**src/prb_consts.svh**
```systemverilog
// constants for the parallel result bus upper-line block
`ifndef PRB_CONSTS_SVH
`define PRB_CONSTS_SVH
`define PRB_RESULT_W      18
`define PRB_BUS_W         16
`define PRB_UPPER_LO      2
`define PRB_SPLIT_LO      2
`define PRB_LINE_SER_C    9
`define PRB_LINE_SER_D    10
`define PRB_LINE_SER_IN   11
`endif

```
**src/prb_pkg.sv**
```systemverilog
// types for the parallel result bus upper-line block
package prb_pkg;
    typedef enum logic [1:0] {PRB_DOUT_ONE, PRB_DOUT_TWO, PRB_DOUT_FOUR, PRB_DOUT_EIGHT} prb_lines_e;
    typedef enum {PRB_IDLE, PRB_FIRST, PRB_GAP, PRB_SECOND} prb_phase_e;
endpackage : prb_pkg

```
**src/prb_pin_sync.sv**
```systemverilog
// three-flop input synchroniser with agreement filter
`timescale 1ns/100ps
module prb_pin_sync #(
    parameter int W         = 1,
    parameter bit RESET_VAL = 1'b1
) (
    input  wire logic         clk,    // system clock
    input  wire logic         rst_n,  // async reset, active low
    input  wire logic [W-1:0] pinIn,  // raw pin levels
    output logic      [W-1:0] pinOut  // filtered levels
);
    logic [W-1:0] s1_r;  // first stage, read by second only
    logic [W-1:0] s2_r;  // second stage
    logic [W-1:0] s3_r;  // third stage

    // ---------------------------------------------------------------
    // sync chain and agreement filter
    // ---------------------------------------------------------------
    always_ff @(posedge clk or negedge rst_n) begin
        if (!rst_n) begin
            s1_r   <= {W{RESET_VAL}};
            s2_r   <= {W{RESET_VAL}};
            s3_r   <= {W{RESET_VAL}};
            pinOut <= {W{RESET_VAL}};
        end else begin
            s1_r <= pinIn;
            s2_r <= s1_r;
            s3_r <= s2_r;
            for (int i = 0; i < W; i++) begin
                if (s2_r[i] == s3_r[i]) begin  // change counts once both agree
                    pinOut[i] <= s3_r[i];
                end
            end
        end
    end
endmodule : prb_pin_sync

```
**src/prb_result_bus.sv**
```systemverilog
// parallel result bus: two-pulse 18-bit read-out, serial reuse, reference select
//
// Summary of operation
// - drive bus only while select and read low in parallel mode; serial software 4/8 lines also drive lines 11,12
// - line 11: bit 11, then zero
// - line 12: bit 12, then zero
// - line 13: bit 13, then zero
// - lines 14,15: bits, then zeros
// - line 16: bit 16, then bit 0
// - line 17: bit 17, then bit 1
// - serial software 4/8 lines: line 11 out C
// - serial software 4/8 lines: line 12 out D
// - serial software mode: line 13 data in
// - reference select high enables internal reference
// - lines 2-10: bits, then zeros
// - busy rises with start, holds until done
// - first-channel flag marks channel one read-back
`timescale 1ns/100ps
`include "prb_consts.svh"
module prb_result_bus #(
    parameter int RESULT_W = `PRB_RESULT_W,
    parameter int BUS_W    = `PRB_BUS_W
) (
    input  wire logic                clk,                 // 250 MHz system clock
    input  wire logic                rst_n,               // async reset, active low
    input  wire logic                chipSelect_n,        // chip select pin, active low
    input  wire logic                readStrobe_n,        // read strobe pin, active low
    input  wire logic                conversion_start,    // conversion start pin
    input  wire logic                refSelect,           // reference select pin
    input  wire logic                serialMode,          // serial interface chosen
    input  wire logic                softwareMode,        // software mode active
    input  wire prb_pkg::prb_lines_e doutLines,           // serial output line option
    input  wire logic [RESULT_W-1:0] resultData,          // result of current channel
    input  wire logic                resultIsChannelOne,  // current result is channel_one
    input  wire logic                conversionDone,      // all channels converted, pulse
    input  wire logic                serialOutC,          // serial out C data
    input  wire logic                serialOutD,          // serial out D data
    input  wire logic [BUS_W-1:0]    busIn,               // bus line levels seen at pins
    output logic      [BUS_W-1:0]    busOut,              // bus line drive values
    output logic      [BUS_W-1:0]    busOe_n,             // bus output enables, low drives
    output logic                     serialIn,            // sampled serial data input
    output logic                     resultAdvance,       // pulse: result pair fully read
    output logic                     busy,                // conversion in progress
    output logic                     first_channel_flag,  // channel_one being read back
    output logic                     intRefEnable         // internal reference enabled
);
    // refuse widths that the line mapping cannot serve
    if (RESULT_W != BUS_W + `PRB_SPLIT_LO || BUS_W < `PRB_LINE_SER_IN + 1) begin : gBadWidths
        $error("prb_result_bus: widths unsupported");
    end

    // ---------------------------------------------------------------
    // pin synchronisers
    // ---------------------------------------------------------------
    logic [4:0] pinSync;  // filtered cs, rd, start, ref, serial-in
    prb_pin_sync #(.W(5), .RESET_VAL(1'b1)) uSync (
        .clk    (clk),
        .rst_n  (rst_n),
        .pinIn  ({chipSelect_n, readStrobe_n, conversion_start, refSelect, busIn[`PRB_LINE_SER_IN]}),
        .pinOut (pinSync)
    );
    logic csLow;      // chip select asserted
    logic rdLow;      // read strobe asserted
    logic startSync;  // synchronised start
    logic refSync;    // synchronised reference select
    logic sdiSync;    // synchronised serial input
    assign csLow     = ~pinSync[4];
    assign rdLow     = ~pinSync[3];
    assign startSync = pinSync[2];
    assign refSync   = pinSync[1];
    assign sdiSync   = pinSync[0];

    // ---------------------------------------------------------------
    // mode decode
    // ---------------------------------------------------------------
    logic wideSerial;  // four or eight output lines in software mode
    assign wideSerial = serialMode && softwareMode &&
                        (doutLines == prb_pkg::PRB_DOUT_FOUR || doutLines == prb_pkg::PRB_DOUT_EIGHT);
    logic readActive;  // parallel read in progress
    assign readActive = !serialMode && csLow && rdLow;

    // ---------------------------------------------------------------
    // read pulse phase tracking
    // ---------------------------------------------------------------
    prb_pkg::prb_phase_e phase_r;  // which read pulse is active
    always_ff @(posedge clk or negedge rst_n) begin
        if (!rst_n) begin
            phase_r  <= prb_pkg::PRB_IDLE;
        end else begin
            case (phase_r)
                prb_pkg::PRB_IDLE:   if (readActive) phase_r <= prb_pkg::PRB_FIRST;
                prb_pkg::PRB_FIRST:  if (!readActive) phase_r <= prb_pkg::PRB_GAP;
                prb_pkg::PRB_GAP: begin
                    if (readActive) phase_r <= prb_pkg::PRB_SECOND;
                    else if (!csLow || serialMode) phase_r <= prb_pkg::PRB_IDLE;  // abandoned pair
                end
                prb_pkg::PRB_SECOND: if (!readActive) phase_r <= prb_pkg::PRB_IDLE;
                default:             phase_r <= prb_pkg::PRB_IDLE;
            endcase
        end
    end

    // result pair completed on end of second pulse
    assign resultAdvance = (phase_r == prb_pkg::PRB_SECOND) && !readActive;

    // ---------------------------------------------------------------
    // result latch: held for both pulses of one result
    // ---------------------------------------------------------------
    logic [RESULT_W-1:0] held_r;  // result captured at first pulse
    logic                heldCh1_r;  // captured result is channel_one
    always_ff @(posedge clk or negedge rst_n) begin
        if (!rst_n) begin
            held_r    <= '0;
            heldCh1_r <= 1'b0;
        end else if (phase_r == prb_pkg::PRB_IDLE && readActive) begin
            held_r    <= resultData;
            heldCh1_r <= resultIsChannelOne;
        end
    end

    // ---------------------------------------------------------------
    // bus data and enables, registered
    // ---------------------------------------------------------------
    logic secondPulse;  // next drive is the second pulse
    assign secondPulse = (phase_r == prb_pkg::PRB_GAP) || (phase_r == prb_pkg::PRB_SECOND);
    logic [BUS_W-1:0] srcWord;  // value to drive this pulse
    always_comb begin
        srcWord = '0;
        if (phase_r == prb_pkg::PRB_IDLE) begin
            srcWord = resultData[RESULT_W-1:`PRB_UPPER_LO];
        end else if (!secondPulse) begin
            srcWord = held_r[RESULT_W-1:`PRB_UPPER_LO];
        end else begin
            srcWord[BUS_W-2] = held_r[0];
            srcWord[BUS_W-1] = held_r[1];
        end
    end

    always_ff @(posedge clk or negedge rst_n) begin
        if (!rst_n) begin
            busOut  <= '0;
            busOe_n <= '1;
        end else begin
            busOut  <= '0;
            busOe_n <= '1;
            if (readActive) begin
                busOut  <= srcWord;
                busOe_n <= '0;
            end else if (wideSerial) begin
                busOut[`PRB_LINE_SER_C]  <= serialOutC;
                busOe_n[`PRB_LINE_SER_C] <= 1'b0;
                busOut[`PRB_LINE_SER_D]  <= serialOutD;
                busOe_n[`PRB_LINE_SER_D] <= 1'b0;
            end
        end
    end

    // ---------------------------------------------------------------
    // serial data input
    // ---------------------------------------------------------------
    always_ff @(posedge clk or negedge rst_n) begin
        if (!rst_n) begin
            serialIn <= 1'b0;
        end else begin
            serialIn <= (serialMode && softwareMode) ? sdiSync : 1'b0;
        end
    end

    // ---------------------------------------------------------------
    // busy flag
    // ---------------------------------------------------------------
    logic startD_r;  // previous start level
    always_ff @(posedge clk or negedge rst_n) begin
        if (!rst_n) begin
            startD_r <= 1'b1;  // matches sync reset level, no false edge
            busy     <= 1'b0;
        end else begin
            startD_r <= startSync;
            if (startSync && !startD_r) begin
                busy <= 1'b1;
            end else if (conversionDone) begin
                busy <= 1'b0;
            end
        end
    end

    // ---------------------------------------------------------------
    // first channel flag and reference
    // ---------------------------------------------------------------
    always_ff @(posedge clk or negedge rst_n) begin
        if (!rst_n) begin
            first_channel_flag <= 1'b0;
            intRefEnable       <= 1'b0;
        end else begin
            if (phase_r == prb_pkg::PRB_IDLE && readActive) begin
                first_channel_flag <= resultIsChannelOne;
            end else if (serialMode) begin
                first_channel_flag <= resultIsChannelOne && csLow;
            end else if (phase_r != prb_pkg::PRB_IDLE) begin
                first_channel_flag <= heldCh1_r;
            end else begin
                first_channel_flag <= 1'b0;
            end
            intRefEnable <= refSync;
        end
    end
endmodule : prb_result_bus

```
**config.mk**
```make
export PLATFORM = sky130hd
export DESIGN_NAME = prb_result_bus
export DESIGN_NICKNAME = d
export VERILOG_FILES = /design/src/prb_pkg.sv /design/src/prb_pin_sync.sv /design/src/prb_result_bus.sv
export VERILOG_INCLUDE_DIRS = /design/src
export SDC_FILE = /design/constraint.sdc
export NUM_CORES = 1
export LEC_CHECK = 0
export BUFFER_PORTS_ARGS = -buffer_cell sky130_fd_sc_hd__buf_4
export CORE_AREA = 2 2 92 94
export DETAILED_ROUTE_END_ITERATION = 8
export DIE_AREA = 0 0 94 96
export PLACE_DENSITY_LB_ADDON = 0.05
export SLEW_MARGIN = 10
export SYNTH_ARGS = -nofsm -noshare
export SYNTH_HDL_FRONTEND = slang
export SYNTH_SLANG_ARGS = --single-unit
```
**constraint.sdc**
```tcl
create_clock -name clk -period 2.5 [get_ports clk]
set_input_delay 0.5 -clock clk [delete_from_list [all_inputs] [get_ports clk]]
set_output_delay 0.5 -clock clk [all_outputs]
set_load 0.03 [all_outputs]
```
# Yosys cells after proc, flatten, opt, wreduce, memory -nomap -nowiden
# Cells that the tools add are included.
[op_classes]
n_eq_ne = 16
n_mux = 23
bitwise = 2
reduce_logical = 19
[op_table]
columns = ["op", "n"]
rows = [
  ["two-way mux 32 bit", 5],
  ["case mux 32 bit (4 select lines)", 1],
  ["equality test 32 x 2 -> 1 bit (second input constant)", 2],
  ["equality test 32 x 3 -> 1 bit (second input constant)", 2],
  ["zero test 32 bit", 2],
  ["equality test 32 x 1 -> 1 bit (second input constant)", 1],
  ["nonzero test 32 bit", 1],
  ["two-way mux 9 bit", 2],
  ["two-way mux 16 bit", 1],
  ["two-way mux 14 bit", 1],
  ["two-way mux 2 bit", 5],
  ["two-way mux 5 bit", 2],
  ["logical AND 1 bit", 8],
  ["two-way mux 1 bit", 6],
  ["!= test 2 bit (second input constant)", 3],
  ["equality test 1 bit", 5],
  ["equality test 2 bit (second input constant)", 2],
  ["AND reduction 4 bit", 1],
  ["zero test 1 bit", 3],
  ["logical OR 1 bit", 3],
  ["!= test 3 bit (second input constant)", 1],
  ["NOT 1 bit", 2],
  ["nonzero test 2 bit", 1],
]
[word_totals]
reg_bits = 108
output_inout_bits = 37
elab_cells = 78

# Longest topological paths before layout
# Gate-level depths: netlist of run 1.
[depth]
depth_word = 5
depth_mapped = 5
depth_no_buf = 4

# Hierarchy
# From an unflattened synthesis of run 1, not the netlist that was laid out.
[hier_totals]
hier_cells = 149
area_unflattened_um2 = 2363.5
[by_module_without_submodules]
columns = ["mod", "n_inst", "cells_per_inst", "area_per_inst_um2", "seq_area_each_um2"]
rows = [
  ["prb_result_bus", 1, 124, 1781.7, 1104.8],
  ["prb_pin_sync", 1, 25, 581.8, 525.5],
]

# Worst setup path after synthesis of run 1
# Ideal clock, no wire load.
[synth_path]
path_kind = "input -> register"
startpoint = "input port serialMode"
endpoint = "register held_r[10]"
setup_time_ns = 0.125
arrival_ns = 1.538
path_slack_ns = 0.837
stages = 5
n_path_buf = 1
path_cell_list = "nor3_4 inv_2 nor3_4 buf_6 mux2_2"
[synth_via]
elab_chain_len = 4
[synth_lines]
columns = ["element", "line_no", "rtl"]
rows = [
  ["start, declared", "prb_result_bus.sv:30", "input wire logic serialMode,"],
  ["zero test 1 bit", "prb_result_bus.sv:80", "assign readActive = !serialMode && csLow && rdLow;"],
  ["logical AND 1 bit (2 in series)", "prb_result_bus.sv:80", ""],
  ["logical AND 1 bit", "prb_result_bus.sv:115", "end else if (phase_r == prb_pkg::PRB_IDLE && readActive) begin"],
  ["end signal, assigned", "prb_result_bus.sv:116", "held_r <= resultData;"],
  ["end, declared", "prb_result_bus.sv:109", "logic [RESULT_W-1:0] held_r;"],
]
# Every way passes these cells.
# A chain may end at the register's enable or synchronous reset.

# Worst setup path in the final report of run 1
[layout_path]
startpoint = "register uSync.pinOut[4]"
endpoint = "output port resultAdvance"
[layout_via]
elab_chain_len = 5
[layout_lines]
columns = ["element", "line_no", "rtl"]
rows = [
  ["start, declared", "prb_pin_sync.sv:10", "output logic [W-1:0] pinOut"],
  ["start signal, assigned", "prb_pin_sync.sv:24", "pinOut <= {W{RESET_VAL}};"],
  ["start signal, assigned by index", "prb_pin_sync.sv:31", "pinOut[i] <= s3_r[i];"],
  ["NOT 1 bit", "prb_result_bus.sv:67", "assign csLow = ~pinSync[4];"],
  ["logical AND 1 bit (2 in series)", "prb_result_bus.sv:80", ""],
  ["zero test 1 bit", "prb_result_bus.sv:104", "assign resultAdvance = (phase_r == prb_pkg::PRB_SECOND) && !readActive;"],
  ["logical AND 1 bit", "prb_result_bus.sv:104", ""],
  ["end, declared", "prb_result_bus.sv:42", "output logic resultAdvance,"],
]
# Every way passes these cells.

==> reports/metrics.json, run 1 <==
{
  "outcome": "finished clean",
  "slowest_delay_ns": 0.58,
  "cts-root-buf": "clkbuf_8",
  "synth_fp_nets": 197,
  "num-nets-final": 258,
  "worst_setup_slack_after_placement_ns": 0.579,
  "f_max_mhz": 517,
  "synth.top_cells.by_area": "dfrtp_1 44%, dfstp_2 26%, mux2_2 10%",
  "grt_pass1_wl_mm": 6.68,
  "worst_path_max_delay_cell": "dfstp_2",
  "seq_area_frac_synth_pct": 69.2,
  "synthesis.area_um2": 2360,
  "antenna_left": 0,
  "detailed_place_hpwl_mm": 2.89,
  "core_um2": 8050,
  "holdWs_ns": 0.260,
  "cts-buffers-inserted": 9,
  "period_minus_slack_ns": 1.93,
  "cts_post_setup_buffers_inserted": 0,
  "yosysWarnings": 0,
  "first_iter_violations": 37,
  "cts_hold_buf": 0,
  "holdCritPathClass": "in2async",
  "num_vias": 1353,
  "numClockSinks": 64,
  "die_height_um": 96,
  "yosys.area.top_type": "dfrtp_1",
  "fp-row-count": 33,
  "fin_ws_ns": 0.567,
  "place_congestion": 0.674,
  "net-switching-power_w": 0.000614,
  "initial_core_util_pct": 29.3,
  "clock_insertion_delay_worst_skew_ns": 0.33,
  "timing.setup.critical_path_class": "reg2out",
  "path_clk_slew_ns": 0.06,
  "cap_violations": 0,
  "setup_repair_after_global_routing_missed_its_margin": "no",
  "timing.final.hold_violations": 0,
  "fillers": 769,
  "area_growth_syn_to_fin_pct": 29.2,
  "n_antenna_cell": 0,
  "yosysTopAreaCellShare_pct": 43.5,
  "synthesis.instances": 149,
  "pwr_density_cell_nw_per_um2": 796,
  "timing.critical_path.to_type": "primary output",
  "fin_worst_skew_ns": 0.00725,
  "drt-pass1-iter-count": 3,
  "remaining_drc_errors": 0,
  "io_buffer_count": 68,
  "final_cell_count_no_fill": 318,
  "p_leak_nw": 1.40,
  "worst_ir_drop_vdd_mv": 0.248,
  "setup_violations": 0,
  "worst_slew_pin_slew_ns": 0.787,
  "worst-path-max-fanout": 7,
  "antenna_found_initial": 0,
  "post_synth.cell_area_avg_um2": 15.8,
  "io_pins": 85,
  "dp.cells": 304,
  "routed_via_density": 4.25,
  "tritoncts": "done",
  "first_global_vias": 1428,
  "grt_use_total_pct": 10.1,
  "pins_over_their_slew_limit": 0,
  "wl_per_cell_um": 13.4,
  "worst-endpoint-arrival_ns": 1.43,
  "critPathRequiredTime_ns": 2.00,
  "start_kind": "flip-flop",
  "cts_resized": 0,
  "cpLargestDelayFamily": "flip-flops",
  "yosysUniqueCellTypes": 24,
  "grt.overflow.total": 0,
  "drt-total-wl_mm": 4.25,
  "chipWidth_um": 94,
  "post_route_cells_drive_above_1_share_pct": 61.0,
  "share_comb_of_total_power_pct": 15.7,
  "power.sequential.fraction_pct": 53.5,
  "h-tree-depth": 3,
  "die_area_um2": 9020,
  "p_int_w": 0.00181,
  "clock_power_share_pct": 30.8,
  "timing.critical_path.cells": "nor3_4, inv_2, and3_1, buf_4",
  "max_slew_margin_pct": 47.5,
  "final.period_utilization_pct": 77.3,
  "clock_tree.buffer_depth": 2,
  "setup-tns-final_ns": 0,
  "layout.core_utilization_pct": 37.8,
  "proportion_of_total_power_due_to_net_switching_pct": 25.3,
  "synth_seq_cells": 64,
  "grt_start_max_net_pins": 65,
  "critical_path_buf_inv_count": 2
}
[through the flow]
stage	area (um^2)	power, W
after floorplan	2360	0.00155
after global placement	2880	0.00168
after detailed placement	2880	0.00171
after CTS	3050	0.00248
after global routing	3050	0.00256
final	3050	0.00243
[synth_stat cells]
| master | number |
|---|---|
| dfrtp_1 | 41 |
| dfstp_2 | 23 |
| mux2_2 | 21 |
| buf_4 | 14 |
| a22o_1 | 12 |
| maj3_1 | 5 |
| and3_1 | 3 |
| nor2_1 | 3 |
| o21ai_0 | 3 |
| a221o_1 | 2 |
| and2_1 | 2 |
| buf_2 | 2 |
| buf_6 | 2 |
| clkbuf_1 | 2 |
| inv_1 | 2 |
| mux2i_1 | 2 |
| nand2_1 | 2 |
| nor3_4 | 2 |
| a211oi_1 | 1 |
| a21o_1 | 1 |
| inv_2 | 1 |
| nand3b_1 | 1 |
| nor3b_2 | 1 |
| o22ai_1 | 1 |
[logic make-up after synthesis]
logic type / count (synthesis) / synth area share (%)
fa+ha+maj: 5 / 2.12
buf+inv: 23 / 6.63
compound gates: 20 / 6.85
flops: 64 / 69.2
mux: 23 / 10.9
simple gates: 14 / 4.35
[flip-flops by register name (all words and copies together) (netlist names)]
register	cells
busy	1
startD_r	1
uSync.pinOut	5
first_channel_flag	1
held_r	18
phase_r	2
serialIn	1
busOe_n	2
busOut	16
intRefEnable	1
uSync.s3_r	5
uSync.s2_r	5
uSync.s1_r	5
heldCh1_r	1
[path summary, 6_finish.rpt]
path	start	to	slack (ns)	cells after the start
setup / recovery	uSync.pinOut[4]	resultAdvance	0.57	4
hold / removal	rst_n	busOut[14]	0.26	1
setup reg to reg	uSync.pinOut[4]	held_r[16]	0.83	5
hold reg to reg	uSync.s1_r[3]	uSync.s2_r[3]	0.35	0
max in group asynchronous	rst_n	intRefEnable	1.73	1
min in group clk	chipSelect_n	uSync.s1_r[4]	0.28	1
[metal layers]
layer,vias up,GRT usage (%),part of all wire (%),wire length (um)
met5,-,0,0,0
met4,0,7.25,3.0,129
met3,13,3.52,7.0,297
met2,50,16.7,50,2110
met1,660,10.8,40,1710
li1,630,-,-,-
[placed cells by master (no fill, tap or decap)]
master / count
and3_1: 3
nand3b_1: 1
nand2_1: 2
buf_4: 69
a221o_1: 2
o22ai_1: 1
maj3_1: 5
clkinv_2: 1
mux2_2: 21
inv_2: 1
a21o_1: 1
dfrtp_1: 41
nor3_4: 2
nor3b_2: 1
clkbuf_8: 11
clkbuf_1: 2
and2_1: 2
a22o_1: 12
mux2i_1: 2
nor2_1: 3
inv_1: 2
o21ai_0: 3
dfstp_2: 23
buf_12: 1
a211oi_1: 1
[layout make-up]
type                    instances  area, um^2  share of cell area [%]
clock inverters                 1        5.00                   0.164
clock buffers                  13         159                    5.22
well taps                     105         131                    4.31
repair buffers                 70         538                    17.7
multi-input cells              62         571                    18.7
flip-flops and latches         64        1630                    53.5
inverters                       3        11.3                   0.370
[power by group through the flow]
stage                     registers (W)  logic (W)  clock network, W
after floorplan                 0.00133   0.000221                 0
after global placement          0.00130   0.000376                 0
after detailed placement        0.00132   0.000389                 0
after CTS                       0.00130   0.000390          0.000789
after global routing            0.00132   0.000412          0.000829
final                           0.00130   0.000380          0.000748
Note: power is estimated with default switching activity, not from simulation.
==> inputs of run 2 (changes only) <==
==> constraint.sdc (replaced) <==
create_clock -name clk -period 1.7 [get_ports clk]
set_input_delay 0.34 -clock clk [delete_from_list [all_inputs] [get_ports clk]]
set_output_delay 0.34 -clock clk [all_outputs]
set_load 0.03 [all_outputs]
==> reports/metrics.json, run 2 (synthesis results as in run 1) <==
{
  "worst_slew_pin_slew": {"value": 0.371, "unit": "ns", "change": "-0.415 ns"},
  "initial_core_util": {"value": 29.3, "unit": "%", "change": "unchanged"},
  "setup_violations": {"value": 1, "change": "+1"},
  "wl_per_cell": {"value": 13.7, "unit": "um", "change": "+2.7%"},
  "fin_ws": {"value": -0.0215, "unit": "ns", "change": "-0.588 ns"},
  "h-tree-depth": {"value": 3, "change": "unchanged"},
  "num_vias": {"value": 1453, "change": "+7.4%"},
  "final_area": {"value": 3290, "unit": "um^2", "change": "+8.1%"},
  "cap_violations": {"value": 0, "change": "unchanged"},
  "pins_over_their_slew_limit": {"value": 0, "change": "unchanged"},
  "grt_pass1_wl": {"value": 7.18, "unit": "mm", "change": "+7.4%"},
  "die_area": {"value": 9020, "unit": "um^2", "change": "unchanged"},
  "placed_cell_area": {"value": 2950, "unit": "um^2", "change": "+2.3%"},
  "f_max_mhz": 581,
  "violated_checks": "setup timing",
  "timing.final.hold_violations": {"value": 0, "change": "unchanged"},
  "grt_start_max_net_pins": {"value": 33, "change": "-49%"},
  "path_clk_slew": {"value": 0.07, "unit": "ns", "change": "about the same"},
  "drt-total-wl": {"value": 4.62, "unit": "mm", "change": "+8.8%"},
  "routed_via_density": {"value": 4.31, "change": "+1.3%"},
  "remaining_drc_errors": {"value": 0, "change": "unchanged"},
  "grt_use_total": {"value": 10.7, "unit": "%", "change": "+0.60 points"},
  "worst-endpoint-arrival": {"value": 1.38, "unit": "ns", "change": "-0.05 ns"},
  "pwr_density_cell": {"value": 1160, "unit": "nW/um^2", "change": "+45%"},
  "setup_repair_after_global_routing_missed_its_margin": "yes",
  "die_height": {"value": 96, "unit": "um", "change": "unchanged"},
  "largestRegisters": "held_r x18, busOut x16",
  "holdWs": {"value": 0.110, "unit": "ns", "change": "-0.150 ns"},
  "io_buffer_count": {"value": 68, "change": "unchanged"},
  "num-nets-final": {"value": 275, "change": "+6.6%"},
  "r2r_setup_slack": {"value": 0.07, "unit": "ns", "change": "-0.76 ns"},
  "layout.core_utilization": {"value": 40.9, "unit": "%", "change": "+3.1 points"},
  "timing.critical_path.to_type": "primary output",
  "cts-root-buf": "clkbuf_8",
  "place_congestion": {"value": 0.706, "change": "+4.7%"},
  "seq_area": {"value": 1630, "unit": "um^2", "change": "unchanged"},
  "drt-pass1-iter-count": {"value": 4, "change": "+1"},
  "mostFrequentLayoutCell": "buf_4",
  "holdCritPathClass": "in2reg",
  "top_register": "held_r",
  "period_minus_slack_ns": 1.72,
  "worst_ir_drop_vdd": {"value": 0.461, "unit": "mV", "change": "+86%"},
  "antenna_found_initial": {"value": 0, "change": "unchanged"},
  "final_cell_count_no_fill": {"value": 337, "change": "+6.0%"},
  "core": {"value": 8050, "unit": "um^2", "change": "unchanged"},
  "worst-path-max-fanout": {"value": 2, "change": "-5"},
  "numClockSinks": {"value": 64, "change": "unchanged"},
  "outcome": "complete, but fails checks",
  "p_leak": {"value": 1.53, "unit": "nW", "change": "+9.7%"},
  "tritoncts": "done",
  "final.period_utilization_pct": 101,
  "first_global_vias": {"value": 1557, "change": "+9.0%"},
  "clock_tree.buffer_depth": {"value": 2, "change": "unchanged"},
  "timing.setup.critical_path_class": "reg2out",
  "detailed_place_hpwl": {"value": 3.07, "unit": "mm", "change": "+6.2%"},
  "multi_input_area": {"value": 606, "unit": "um^2", "change": "+6.1%"},
  "area_growth_syn_to_fin_pct": 39.7,
  "post_route_cells_drive_above_1_share": {"value": 64.7, "unit": "%", "change": "+3.6 points"},
  "critPathRequiredTime": {"value": 1.36, "unit": "ns", "change": "-0.64 ns"},
  "layout.cells.most_common_list": "79 x buf_4, 41 x dfrtp_1, 23 x dfstp_2",
  "clock_insertion_delay_worst_skew": {"value": 0.33, "unit": "ns", "change": "about the same"},
  "first_iter_violations": {"value": 36, "change": "-2.7%"},
  "flip_flop_count_of_the_largest_register_all_copies_and_words_added": {"value": 18, "change": "unchanged"},
  "chipWidth": {"value": 94, "unit": "um", "change": "unchanged"},
  "fillers": {"value": 753, "change": "-2.1%"},
  "io_pins": {"value": 85, "change": "unchanged"},
  "grt.overflow.total": {"value": 0, "change": "unchanged"},
  "antenna_left": {"value": 0, "change": "unchanged"},
  "max_slew_margin": {"value": 75.2, "unit": "%", "change": "+28 points"},
  "fin_worst_skew": {"value": 0.00876, "unit": "ns", "change": "+0.00151 ns"},
  "fp-row-count": {"value": 33, "change": "unchanged"},
  "cts-buffers-inserted": {"value": 9, "change": "unchanged"},
  "n_antenna_cell": {"value": 0, "change": "unchanged"},
  "worst_setup_slack_after_placement": {"value": 0.0456, "unit": "ns", "change": "-0.533 ns"},
  "dp.cells": {"value": 311, "change": "+2.3%"},
  "start_kind": "flip-flop"
}
==> run 2: changes by cell type in the layout (fill, tap and decap cells not counted), sizes merged <==
cell         before  now
dlygate4sd3       0    1
bufinv            0    1
clkinv            1    3
buf              70   84
clkinvlp          0    2
clkbuf           13   12
==> run 2: worst paths after layout <==
kind,from,endpoint,depth (start not counted)
max,uSync.pinOut[3],resultAdvance,5
min,refSelect,uSync.s1_r[1],1
max reg2reg,uSync.pinOut[3],held_r[13],7
min reg2reg,uSync.s1_r[1],uSync.s2_r[1],0
max in group asynchronous,rst_n,busOe_n[10],3
min in group asynchronous,rst_n,held_r[1],2
==> run 2: final cells by class <==
cell class,count,share of cell area (%)
clock inverters,6,1.82
well taps,105,3.99
clock buffers,10,3.88
multi-input cells,62,18.4
flip-flops and latches,64,49.5
repair buffers,87,22.1
inverters,3,0.342
==> run 2: where the power goes <==
part / internal (W) / leakage, nW / total, W / switching [W]
clock: 0.000669 / 0.0920 / 0.00123 / 0.000562
sequential: 0.00178 / 0.761 / 0.00190 / 0.000120
combinational: 0.000378 / 0.677 / 0.000676 / 0.000298
==> run 2: routing by layer <==
layer	routed length [um]	global-route usage (%)	share of wire, %	vias to the layer above
met5	0	0	0	-
met4	40	4.71	0.87	0
met3	329	4.62	7.1	4
met2	2350	18.0	51	50
met1	1900	11.9	41	735
li1	-	-	-	664
==> run 2: worst max-delay path: stages, from the launching register on <==
cell and delay, ns:
dfstp_2 0.56, nor3_4 0.05, inv_2 0.06, buf_6 0.09, and3_4 0.17, buf_6 0.12
==> run 2: what timing repair did <==
action / 4_1_cts / 5_1_grt
endpoints found under the setup margin: 1 / 19
pin swaps: 1 / 0
resized for setup: 3 / 9
cloned: 0 / 2
buffers inserted: 5 / 2
endpoints found under the hold margin: 25 / 0
hold buffers: 1 / 0
==> run 2: stage by stage <==
stage	power [W]	setup TNS, ns
2_1_floorplan	0.00229	0
3_3_place_gp	0.00249	0
3_5_place_dp	0.00253	0
4_1_cts	0.00381	-0.0501
5_1_grt	0.00403	-0.0982
6_report	0.00381	-0.0215
